--- src/rtl/jfd_defs.svh ---
// constants of the fault diagnostics manager
`ifndef JFD_DEFS_SVH
`define JFD_DEFS_SVH

`define JFD_CLK_NS        50
`define JFD_TICK_NS       1000000
`define JFD_HOLDOFF_MS    5000
`define JFD_PERIOD_MS     1000
`define JFD_REACT_MS      3000

`define JFD_BLK_BASE      10'h000
`define JFD_BLK_STRIDE    10'h010
`define JFD_W_CTRL        2'h0
`define JFD_W_ID          2'h1
`define JFD_W_THR         2'h2
`define JFD_W_HYST        2'h3
`define JFD_REACT_BASE    10'h100
`define JFD_REACT_STRIDE  10'h004
`define JFD_SRC_ADDR      10'h120
`define JFD_STATUS        10'h124

`define JFD_SRC_ANY       8'hFF
`define JFD_SRC_MIN       8'h01
`define JFD_SRC_MAX       8'hFD
`define JFD_GLOBAL_ADDR   8'hFF
`define JFD_LAMP_ON       2'h1
`define JFD_OC_MAX        7'h7F
`define JFD_CM_VALUE      1'b0

`define JFD_FMI_1         5'h01
`define JFD_FMI_0         5'h00
`define JFD_FMI_4         5'h04
`define JFD_FMI_3         5'h03
`define JFD_FMI_5         5'h05
`define JFD_FMI_6         5'h06
`define JFD_FMI_17        5'h11
`define JFD_FMI_15        5'h0F
`define JFD_FMI_18        5'h12
`define JFD_FMI_16        5'h10
`define JFD_FMI_21        5'h15
`define JFD_FMI_20        5'h14

`endif

--- src/rtl/jfd_pkg.sv ---
// types of the fault diagnostics manager
package jfd_pkg;

    typedef enum logic [1:0] {JFD_LAMP_MIL, JFD_LAMP_RED, JFD_LAMP_AMBER, JFD_LAMP_PROTECT} jfd_lamp_t;
    typedef enum logic [1:0] {JFD_RQ_DM1, JFD_RQ_DM2, JFD_RQ_DM3, JFD_RQ_DM11} jfd_rq_t;
    typedef enum logic [1:0] {JFD_MSG_DM1, JFD_MSG_DM2} jfd_msg_t;
    typedef enum logic [1:0] {JFD_TX_SINGLE, JFD_TX_BAM, JFD_TX_TP} jfd_mode_t;

    typedef struct packed {
        logic [6:0]  oc;
        logic        cm;
        logic [4:0]  fmi;
        logic [18:0] spn;
    } jfd_dtc_t;

    typedef struct packed {
        logic [1:0] mil;
        logic [1:0] red;
        logic [1:0] amber;
        logic [1:0] protect;
    } jfd_lamp_byte_t;

    typedef struct packed {
        logic [15:0] delayMs;
        logic [5:0]  rsvHi;
        jfd_lamp_t   lamp;
        logic [5:0]  rsvLo;
        logic        clrDm11;
        logic        genDtc;
    } jfd_ctrl_word_t;

    typedef struct packed {
        logic [7:0]  rsv;
        logic [4:0]  fmi;
        logic [18:0] spn;
    } jfd_id_word_t;

    typedef struct packed {
        logic [1:0]  rsv;
        jfd_lamp_t   lamp;
        logic [3:0]  rsv2;
        logic [4:0]  fmi;
        logic [18:0] spn;
    } jfd_react_word_t;

    typedef struct packed {
        jfd_ctrl_word_t ctrl;
        jfd_id_word_t   id;
        logic [15:0]    maxThr;
        logic [15:0]    minThr;
        logic [15:0]    hyst;
    } jfd_blk_cfg_t;

    typedef struct packed {
        logic     valid;
        jfd_rq_t  kind;
        logic [7:0] srcAddr;
    } jfd_req_t;

    typedef struct packed {
        logic           valid;
        logic [7:0]     srcAddr;
        jfd_lamp_byte_t lamps;
        logic [18:0]    spn;
        logic [4:0]     fmi;
    } jfd_rx_dtc_t;

    typedef struct packed {
        logic           valid;
        jfd_msg_t       msg;
        jfd_mode_t      mode;
        logic [7:0]     dest;
        logic [4:0]     count;
        jfd_lamp_byte_t lamps;
    } jfd_tx_t;

endpackage

--- src/rtl/jfd_fault_diag.sv ---
// fault diagnostics manager: fault qualify, dtc build, dm1/dm2 scheduling, dtc react
//
// Decided for this implementation: the register offsets and the strobed register port.
`timescale 1ns/1ns
`include "jfd_defs.svh"

module jfd_fault_diag
    import jfd_pkg::*;
#(
    parameter int NBLK       = 4,
    parameter int NREACT     = 5,
    parameter int TICK_CYC   = `JFD_TICK_NS / `JFD_CLK_NS,
    parameter int HOLDOFF_MS = `JFD_HOLDOFF_MS,
    parameter int PERIOD_MS  = `JFD_PERIOD_MS,
    parameter int REACT_MS   = `JFD_REACT_MS
) (
    input  wire logic                       clk,
    input  wire logic                       rst_b,
    input  wire logic [9:0]                 regAddr,
    input  wire logic [31:0]                regWrData,
    input  wire logic                       regWrStb,
    input  wire logic                       regRdStb,
    output      logic [31:0]                regRdData,
    input  wire logic [NBLK-1:0][15:0]      measVal,
    input  wire logic [NBLK-1:0]            evalGate,
    input  wire jfd_req_t                   rxReq,
    input  wire jfd_rx_dtc_t                rxDtc,
    output      jfd_tx_t                    txReq,
    output      jfd_dtc_t [2*NBLK-1:0]      dtcTable,
    output      logic [2*NBLK-1:0]          dtcActive,
    output      logic [NREACT-1:0]          reactState
);

    localparam int NSLOT = 2 * NBLK;

    function automatic logic [4:0] fmiHigh(input logic [4:0] lo);
        case (lo)
            `JFD_FMI_1:  fmiHigh = `JFD_FMI_0;
            `JFD_FMI_4:  fmiHigh = `JFD_FMI_3;
            `JFD_FMI_5:  fmiHigh = `JFD_FMI_6;
            `JFD_FMI_17: fmiHigh = `JFD_FMI_15;
            `JFD_FMI_18: fmiHigh = `JFD_FMI_16;
            `JFD_FMI_21: fmiHigh = `JFD_FMI_20;
            default:     fmiHigh = lo;
        endcase
    endfunction

    function automatic logic [4:0] popCount(input logic [NSLOT-1:0] v);
        logic [4:0] n;
        n = 5'h00;
        for (int k = 0; k < NSLOT; k++) begin
            n = n + {4'h0, v[k]};
        end
        popCount = n;
    endfunction

    function automatic logic lampOn(input jfd_lamp_byte_t lb, input jfd_lamp_t sel);
        case (sel)
            JFD_LAMP_MIL:   lampOn = (lb.mil == `JFD_LAMP_ON);
            JFD_LAMP_RED:   lampOn = (lb.red == `JFD_LAMP_ON);
            JFD_LAMP_AMBER: lampOn = (lb.amber == `JFD_LAMP_ON);
            default:        lampOn = (lb.protect == `JFD_LAMP_ON);
        endcase
    endfunction

    // ---------------- millisecond tick
    logic [$clog2(TICK_CYC+1)-1:0] tickCnt_reg;
    logic                          msTick;

    assign msTick = (tickCnt_reg == ($bits(tickCnt_reg))'(TICK_CYC - 1));

    always_ff @(posedge clk or negedge rst_b) begin
        if (!rst_b) begin
            tickCnt_reg <= '0;
        end else if (msTick) begin
            tickCnt_reg <= '0;
        end else begin
            tickCnt_reg <= tickCnt_reg + 1'b1;
        end
    end

    // ---------------- register port
    jfd_blk_cfg_t [NBLK-1:0]       cfg_reg;
    jfd_react_word_t [NREACT-1:0]  react_reg;
    logic [7:0]                    srcAddr_reg;
    logic [NBLK-1:0]               idChg;
    logic [6:0]                    oc_reg [NSLOT];
    logic                          blkRegion;
    logic [2:0]                    blkSel;
    logic [1:0]                    wordSel;

    assign blkRegion = (regAddr[9:7] == 3'(`JFD_BLK_BASE >> 7)) && (32'(regAddr[6:4]) < NBLK);
    assign blkSel    = regAddr[6:4];
    assign wordSel   = regAddr[3:2];

    // any write that alters spn or fmi resets the log of that block
    always_comb begin
        for (int b = 0; b < NBLK; b++) begin
            idChg[b] = regWrStb && blkRegion && (32'(blkSel) == b) && (wordSel == `JFD_W_ID)
                       && (regWrData[23:0] != {cfg_reg[b].id.fmi, cfg_reg[b].id.spn});
        end
    end

    always_ff @(posedge clk or negedge rst_b) begin
        if (!rst_b) begin
            cfg_reg     <= '0;
            react_reg   <= '0;
            srcAddr_reg <= `JFD_SRC_ANY;
        end else if (regWrStb) begin
            for (int b = 0; b < NBLK; b++) begin
                if (blkRegion && 32'(blkSel) == b) begin
                    case (wordSel)
                        `JFD_W_CTRL: cfg_reg[b].ctrl <= jfd_ctrl_word_t'(regWrData);
                        `JFD_W_ID:   cfg_reg[b].id   <= jfd_id_word_t'({8'h00, regWrData[23:0]});
                        `JFD_W_THR:  {cfg_reg[b].maxThr, cfg_reg[b].minThr} <= regWrData;
                        default:     cfg_reg[b].hyst <= regWrData[15:0];
                    endcase
                end
            end
            for (int r = 0; r < NREACT; r++) begin
                if (regAddr == 10'(`JFD_REACT_BASE + r * `JFD_REACT_STRIDE)) begin
                    react_reg[r] <= jfd_react_word_t'(regWrData);
                end
            end
            if (regAddr == `JFD_SRC_ADDR) begin
                srcAddr_reg <= regWrData[7:0];
            end
        end
    end

    // read data valid only in the cycle after the strobe, zero otherwise
    logic [31:0] rdMux;

    always_comb begin
        rdMux = 32'h0000_0000;
        for (int b = 0; b < NBLK; b++) begin
            if (blkRegion && 32'(blkSel) == b) begin
                case (wordSel)
                    `JFD_W_CTRL: rdMux = cfg_reg[b].ctrl;
                    `JFD_W_ID:   rdMux = cfg_reg[b].id;
                    `JFD_W_THR:  rdMux = {cfg_reg[b].maxThr, cfg_reg[b].minThr};
                    default:     rdMux = {1'b0, oc_reg[2*b+1], 1'b0, oc_reg[2*b],
                                          cfg_reg[b].hyst};
                endcase
            end
        end
        for (int r = 0; r < NREACT; r++) begin
            if (regAddr == 10'(`JFD_REACT_BASE + r * `JFD_REACT_STRIDE)) begin
                rdMux = react_reg[r];
            end
        end
        if (regAddr == `JFD_SRC_ADDR) begin
            rdMux = {24'h00_0000, srcAddr_reg};
        end
        if (regAddr == `JFD_STATUS) begin
            rdMux = {8'(reactState), 8'h00, 16'(dtcActive)};
        end
    end

    always_ff @(posedge clk or negedge rst_b) begin
        if (!rst_b) begin
            regRdData <= 32'h0000_0000;
        end else begin
            regRdData <= regRdStb ? rdMux : 32'h0000_0000;
        end
    end

    // ---------------- per-slot fault qualify; slot 2b is low end, 2b+1 high end
    logic       dm3Req;
    logic       dm11Req;
    logic [NSLOT-1:0] flag_reg;
    logic [NSLOT-1:0] active_reg;

    assign dm3Req  = rxReq.valid && (rxReq.kind == JFD_RQ_DM3);
    assign dm11Req = rxReq.valid && (rxReq.kind == JFD_RQ_DM11);
    assign dtcActive = active_reg;

    genvar s;
    generate
        for (s = 0; s < NSLOT; s++) begin : g_slot
            localparam int B  = s / 2;
            localparam bit HI = (s % 2) == 1;
            logic [15:0] timer_reg;
            logic        gen;
            logic [16:0] valPlusHyst;
            logic [16:0] minPlusHyst;
            logic        setCond;
            logic        clrCond;
            logic        qualify;

            assign gen         = cfg_reg[B].ctrl.genDtc;
            assign valPlusHyst = {1'b0, measVal[B]} + {1'b0, cfg_reg[B].hyst};
            assign minPlusHyst = {1'b0, cfg_reg[B].minThr} + {1'b0, cfg_reg[B].hyst};
            assign setCond = HI ? (measVal[B] > cfg_reg[B].maxThr)
                                : (measVal[B] < cfg_reg[B].minThr);
            // written as value plus hysteresis so a hysteresis above max cannot wrap
            assign clrCond = HI ? (valPlusHyst <= {1'b0, cfg_reg[B].maxThr})
                                : ({1'b0, measVal[B]} >= minPlusHyst);
            assign qualify = gen && flag_reg[s] && !active_reg[s]
                             && (timer_reg >= cfg_reg[B].ctrl.delayMs);

            // gate low freezes the flag: open-circuit feedback is meaningless when off
            always_ff @(posedge clk or negedge rst_b) begin
                if (!rst_b) begin
                    flag_reg[s] <= 1'b0;
                end else if (!gen) begin
                    flag_reg[s] <= 1'b0;
                end else if (evalGate[B]) begin
                    if (!flag_reg[s] && setCond) begin
                        flag_reg[s] <= 1'b1;
                    end else if (flag_reg[s] && clrCond) begin
                        flag_reg[s] <= 1'b0;
                    end
                end
            end

            always_ff @(posedge clk or negedge rst_b) begin
                if (!rst_b) begin
                    timer_reg <= 16'h0000;
                end else if (!gen || !flag_reg[s] || active_reg[s]) begin
                    timer_reg <= 16'h0000;
                end else if (msTick && !qualify) begin
                    timer_reg <= timer_reg + 16'h0001;
                end
            end

            always_ff @(posedge clk or negedge rst_b) begin
                if (!rst_b) begin
                    active_reg[s] <= 1'b0;
                end else if (!gen) begin
                    active_reg[s] <= 1'b0;
                end else if (qualify) begin
                    active_reg[s] <= 1'b1;
                end else if (dm11Req) begin
                    active_reg[s] <= 1'b0;
                end else if (active_reg[s] && !flag_reg[s] && !cfg_reg[B].ctrl.clrDm11) begin
                    active_reg[s] <= 1'b0;
                end
            end

            // counts are volatile here; the non-volatile copy is kept outside
            always_ff @(posedge clk or negedge rst_b) begin
                if (!rst_b) begin
                    oc_reg[s] <= 7'h00;
                end else if (idChg[B]) begin
                    oc_reg[s] <= 7'h00;
                end else if (qualify) begin
                    if (oc_reg[s] != `JFD_OC_MAX) begin
                        oc_reg[s] <= oc_reg[s] + 7'h01;
                    end
                end else if (dm3Req && !active_reg[s]) begin
                    oc_reg[s] <= 7'h00;
                end
            end

            always_ff @(posedge clk or negedge rst_b) begin
                if (!rst_b) begin
                    dtcTable[s] <= '0;
                end else begin
                    dtcTable[s].oc  <= oc_reg[s];
                    dtcTable[s].cm  <= `JFD_CM_VALUE;
                    dtcTable[s].spn <= cfg_reg[B].id.spn;
                    // unmapped codes pass through, so both ends report alike
                    dtcTable[s].fmi <= HI ? fmiHigh(cfg_reg[B].id.fmi)
                                          : cfg_reg[B].id.fmi;
                end
            end
        end
    endgenerate

    // ---------------- lamp byte
    jfd_lamp_byte_t lampByte;

    always_comb begin
        lampByte = '0;
        for (int k = 0; k < NSLOT; k++) begin
            if (active_reg[k]) begin
                case (cfg_reg[k/2].ctrl.lamp)
                    JFD_LAMP_MIL:   lampByte.mil     = `JFD_LAMP_ON;
                    JFD_LAMP_RED:   lampByte.red     = `JFD_LAMP_ON;
                    JFD_LAMP_AMBER: lampByte.amber   = `JFD_LAMP_ON;
                    default:        lampByte.protect = `JFD_LAMP_ON;
                endcase
            end
        end
    end

    // ---------------- dm1 scheduling
    logic [NSLOT-1:0]              prevActive_reg;
    logic [$clog2(HOLDOFF_MS+1)-1:0] hold_reg;
    logic [$clog2(PERIOD_MS+1)-1:0]  period_reg;
    logic                          holdDone;
    logic                          anyGen;
    logic [4:0]                    activeCnt;
    logic [4:0]                    prevCnt;
    logic [NSLOT-1:0]              ocNz;
    logic                          periodDue;
    logic                          changeDue;
    logic                          pend_reg;
    logic                          reqServe;

    assign holdDone  = (hold_reg == ($bits(hold_reg))'(HOLDOFF_MS));
    assign activeCnt = popCount(active_reg);
    assign prevCnt   = popCount(ocNz);
    assign periodDue = msTick && (period_reg == ($bits(period_reg))'(PERIOD_MS - 1));
    assign changeDue = |(active_reg & ~prevActive_reg)
                       || ((|prevActive_reg) && !(|active_reg));
    assign reqServe  = rxReq.valid && (rxReq.kind == JFD_RQ_DM1 || rxReq.kind == JFD_RQ_DM2);

    always_comb begin
        anyGen = 1'b0;
        for (int b = 0; b < NBLK; b++) begin
            anyGen = anyGen | cfg_reg[b].ctrl.genDtc;
        end
    end

    // a process, not a function call, so count changes are seen at once
    always_comb begin
        for (int k = 0; k < NSLOT; k++) begin
            ocNz[k] = (oc_reg[k] != 7'h00);
        end
    end

    always_ff @(posedge clk or negedge rst_b) begin
        if (!rst_b) begin
            hold_reg <= '0;
        end else if (msTick && !holdDone) begin
            hold_reg <= hold_reg + 1'b1;
        end
    end

    always_ff @(posedge clk or negedge rst_b) begin
        if (!rst_b) begin
            period_reg <= '0;
        end else if (!anyGen || !holdDone || periodDue) begin
            period_reg <= '0;
        end else if (msTick) begin
            period_reg <= period_reg + 1'b1;
        end
    end

    always_ff @(posedge clk or negedge rst_b) begin
        if (!rst_b) begin
            prevActive_reg <= '0;
        end else begin
            prevActive_reg <= active_reg;
        end
    end

    // a broadcast waits while a request is answered in the same cycle
    always_ff @(posedge clk or negedge rst_b) begin
        if (!rst_b) begin
            pend_reg <= 1'b0;
        end else if (!anyGen || !holdDone) begin
            pend_reg <= 1'b0;
        end else if (periodDue || changeDue) begin
            pend_reg <= 1'b1;
        end else if (!reqServe) begin
            pend_reg <= 1'b0;
        end
    end

    always_ff @(posedge clk or negedge rst_b) begin
        if (!rst_b) begin
            txReq <= '0;
        end else begin
            txReq       <= '0;
            txReq.lamps <= lampByte;
            if (reqServe && rxReq.kind == JFD_RQ_DM1) begin
                txReq.valid <= 1'b1;
                txReq.msg   <= JFD_MSG_DM1;
                txReq.dest  <= rxReq.srcAddr;
                txReq.count <= activeCnt;
                txReq.mode  <= (activeCnt > 5'h01) ? JFD_TX_TP : JFD_TX_SINGLE;
            end else if (reqServe) begin
                txReq.valid <= 1'b1;
                txReq.msg   <= JFD_MSG_DM2;
                txReq.dest  <= rxReq.srcAddr;
                txReq.count <= prevCnt;
                txReq.mode  <= (prevCnt > 5'h01) ? JFD_TX_TP : JFD_TX_SINGLE;
            end else if (pend_reg) begin
                txReq.valid <= 1'b1;
                txReq.msg   <= JFD_MSG_DM1;
                txReq.dest  <= `JFD_GLOBAL_ADDR;
                txReq.count <= activeCnt;
                txReq.mode  <= (activeCnt > 5'h01) ? JFD_TX_BAM : JFD_TX_SINGLE;
            end
        end
    end

    // ---------------- dtc react
    logic srcOk;

    assign srcOk = (srcAddr_reg == `JFD_SRC_ANY) || (rxDtc.srcAddr == srcAddr_reg);

    genvar r;
    generate
        for (r = 0; r < NREACT; r++) begin : g_react
            logic [$clog2(REACT_MS+1)-1:0] age_reg;
            logic                          hit;

            assign hit = rxDtc.valid && srcOk && (rxDtc.spn == react_reg[r].spn)
                         && (rxDtc.fmi == react_reg[r].fmi)
                         && lampOn(rxDtc.lamps, react_reg[r].lamp);

            always_ff @(posedge clk or negedge rst_b) begin
                if (!rst_b) begin
                    reactState[r] <= 1'b0;
                    age_reg       <= '0;
                end else if (hit) begin
                    reactState[r] <= 1'b1;
                    age_reg       <= '0;
                end else if (reactState[r] && msTick) begin
                    if (age_reg == ($bits(age_reg))'(REACT_MS - 1)) begin
                        reactState[r] <= 1'b0;
                        age_reg       <= '0;
                    end else begin
                        age_reg <= age_reg + 1'b1;
                    end
                end
            end
        end
    endgenerate

endmodule // jfd_fault_diag

--- config.mk ---
export PLATFORM = sky130hd
export DESIGN_NAME = jfd_fault_diag
export DESIGN_NICKNAME = d
export VERILOG_FILES = /design/src/rtl/jfd_pkg.sv /design/src/rtl/jfd_fault_diag.sv
export VERILOG_INCLUDE_DIRS = /design/src /design/src/rtl
export SDC_FILE = /design/constraint.sdc
export NUM_CORES = 2
export LEC_CHECK = 0
export BUFFER_PORTS_ARGS = -buffer_cell sky130_fd_sc_hd__buf_2
export CORE_MARGIN = 2
export CORE_UTILIZATION = 45
export CTS_CLUSTER_DIAMETER = 40
export DETAILED_ROUTE_END_ITERATION = 8
export GPL_ROUTABILITY_DRIVEN = 0
export PLACE_DENSITY = 0.67
export SYNTH_ARGS = -nofsm -noshare
export SYNTH_HDL_FRONTEND = slang
export SYNTH_SLANG_ARGS = --single-unit
--- constraint.sdc ---
create_clock -name clk -period 5.4 [get_ports clk]
set_input_delay 0.27 -clock clk [delete_from_list [all_inputs] [get_ports clk]]
set_output_delay 0.27 -clock clk [all_outputs]
set_load 0.02 [all_outputs]
==> impl_metrics.toml <==
[outcome]
run_status = "completed"

[clock_network]
cts_tree = "built"
root_buffer = "clkbuf_16"
post_cts_buffers = 0
path_clk_slew_ns = 0.05
clockBufferDepth = 3
h-tree-depth = 4
cts-buffers-inserted = 167
clock_latency_ns = 0.83
cts_sinks = 1120
ctsResizeCount = 0
cts_hold_buf = 44

[floorplan]
io-pin-count = 493
dieWidth_um = 389.7
rows = 141
core-area_um2 = 147700
die_area_um2 = 151800
fp.dieH_um = 389.7
start_util = 0.4532

[synthesis]
ys_seq_elements = 1120
postSynthAreaPerCell_um2 = 10.31
ys_top_cells_by_area = "dfrtp_1, ha_1, mux2_2"
yosysTopAreaCell = "dfrtp_1"
synth_ff_type = "dfrtp_1"
synthArstFlopShare = 1.000
syn_area_um2 = 66930
syn_inst = 6489
yosys_warnings = 0
synth_top_area_frac = 0.4158
synth_edf_count = 0
synthDistinctLibCells = 85
yosysSeqAreaShare = 0.4189

[final_layout]
syn_to_final_growth_pct = 15.44
layout_common_cells = "dfrtp_1, ha_1, buf_2"
regArea_um2 = 28040
fillerInstances = 12910
multi_input_area_um2 = 35870
fin_util = 0.5232
mostFrequentLayoutCell = "dfrtp_1"
drive_gt1_frac = 0.2096
largest_reg_flops = 412
final_nets = 7645

[flow_run]
maxCapViolations = 0

[timing]
setup_violations = 0
hold_ws_ns = 0.04239
hold_violations = 0
worst_pin_slew_ns = 1.291
maxSlewViolCount = 0
clock.fmax_mhz = 197.7
grt_setup_unrepaired = "no"
timing.final.crit_share = 0.9365
period_minus_slack_ns = 5.057
finClkSkew_ns = 0.03836
fin_tns_setup_ns = 0
relSlewSlack = 0.1315

[setup_path]
critPathMaxFanout = 6
crit_path_frequent_cell = "inv_1"
worstPathRequired_ns = 6.09
cp-start-kind = "register"
cp_data_arrival_time_ns = 5.74
path_buf_inv = 7
cpPeakStageDelay_ns = 0.57
critPathCaptureType = "register"
cp_top_family = "adder cells"
worstSetupPathType = "reg2reg"
cpMaxStageDelayCell = "or4b_2"
path_cells = "inv_1 -> ha_1 -> or4b_2 -> nor3_1 -> buf_4 -> fa_1 -> inv_1 -> fa_1 -> inv_1 -> fa_1 -> inv_1 -> ha_1 -> inv_1 -> fa_1 -> xor2_1 -> nand3_1 -> a21oi_1 -> nor3_1 -> dlygate4sd3_1"

[detailed_routing]
wl_met3_um = 29670
maxUsedRoutingLayer = "met5"
num_vias = 56614
drc = 0
wl_per_cell_um = 27.38
drt_first_iter_violations = 6679
wl_um = 246400
viasPerCell = 6.292
wl_met2_um = 102800
drtAntennaViolNets = 0
drtPass1Iterations = 7
wl_met1_um = 98130

[pwr]
power_density_nw_per_um2 = 312.7
vdd_ir_drop_max_uv = 378.3
leakagePower_nw = 37.30

[global_routing]
grt_max_degree = 154
first_global_vias = 54206
antenna_found_initial = 38
grt_usage = 0.3185
grt_pass1_wl_um = 359100
grt_overflow_total = 0

[place]
port_buffers = 478
dpl.hpwl_um = 185000

[min_path]
hold_path.class = "in2reg"
## report_power, final
part,total (mW),switching (mW),internal (mW)
logic,3.94,2.42,1.52
clock network,11.2,4.37,6.78
registers,9.07,0.387,8.68
total,24.2,7.18,17.0
## cell usage after synthesis, drive strengths merged (12+ instances only)
cell type,instances
a222oi,16
o21bai,30
o41ai,37
a31oi,30
a21oi,291
o221ai,18
o21a,44
nand4,168
inv,353
xor2,244
nor2,319
dfrtp,1112
a221oi,15
mux4,100
or4,31
buf,153
o211ai,52
nand2,461
or2,19
o22ai,44
nand2b,65
and2,33
a2111oi,12
nand3,165
o311ai,28
mux2i,65
o2111ai,14
ha,548
and4,23
a21o,107
nor2b,56
and3,59
clkbuf,238
mux2,439
a211oi,40
or3,60
nor3,90
o31ai,36
a22oi,44
fa,16
o21ai,441
xnor2,171
nor4,68
## worst paths after layout
check                                         start                        to  slack (ns)  cells after the start
max                          oc_reg[49]$_DFFE_PN0P_       txReq[22]$_DFF_PN0_        0.34                     19
min                                        rxReq[9]       txReq[16]$_DFF_PN0_        0.04                      4
max reg2reg                  oc_reg[49]$_DFFE_PN0P_       txReq[22]$_DFF_PN0_        0.34                     19
min reg2reg                cfg_reg[289]$_DFFE_PN0P_   dtcTable[177]$_DFF_PN0_        0.45                      0
max in group asynchronous                     rst_b  cfg_reg[128]$_DFFE_PN0P_        3.66                      4
min in group asynchronous                     rst_b       txReq[14]$_DFF_PN0_        0.10                      2
## cell type report
class | count | area share
diodes | 20 | 0.0006478
clock buffers | 204 | 0.05908
clock inverters | 98 | 0.01522
inverters | 354 | 0.01720
multi-input cells | 4637 | 0.4643
flip-flops and latches | 1120 | 0.3629
well taps | 1930 | 0.03126
repair buffers | 635 | 0.04943
## metal layers
layer / vias to the layer above / GRT usage
li1: 24457 / -
met1: 28039 / 0.4293
met2: 3346 / 0.4575
met3: 732 / 0.09400
met4: 40 / 0.1770
met5: - / 0
## per-stage QoR
| stage | total power, mW | worst slack [ns] | instances | area, um2 |
|---|---|---|---|---|
| finish | 24.16 | 0.3427 | 8998 | 77260 |
| global route | 24.96 | 0.07935 | 8985 | 77230 |
| CTS | 24.13 | 0.3544 | 8978 | 77210 |
| detailed placement | 12.98 | 0.9054 | 8632 | 71030 |
| global placement | 12.90 | 0.8829 | 8632 | 71030 |
| floorplan | 11.53 | 1.496 | 6502 | 66980 |
## worst register-to-register path: stages (launching register included)
cell	delay, ns
dfrtp_1	0.44
inv_1	0.10
ha_1	0.14
or4b_2	0.57
nor3_1	0.36
buf_4	0.23
fa_1	0.46
inv_1	0.11
fa_1	0.39
inv_1	0.09
fa_1	0.39
inv_1	0.07
ha_1	0.17
inv_1	0.05
fa_1	0.38
xor2_1	0.18
nand3_1	0.09
a21oi_1	0.12
nor3_1	0.05
dlygate4sd3_1	0.55
## cell families (layout without fill, tap and decap cells)
logic type | after synthesis | after routing | share of synthesized area
adders and majority gates | 564 | 564 | 0.1072
other | 1 | 34 | 0.00005603
AOI/OAI and AO/OA | 1389 | 1389 | 0.1320
xor gates and xnor gates | 415 | 415 | 0.05431
buffers and inverters | 745 | 1291 | 0.04706
muxes | 604 | 604 | 0.1172
DFF | 1120 | 1120 | 0.4189
and+or+nand+nor | 1651 | 1651 | 0.1231
No activity file was read; power rests on OpenSTA's default activity.
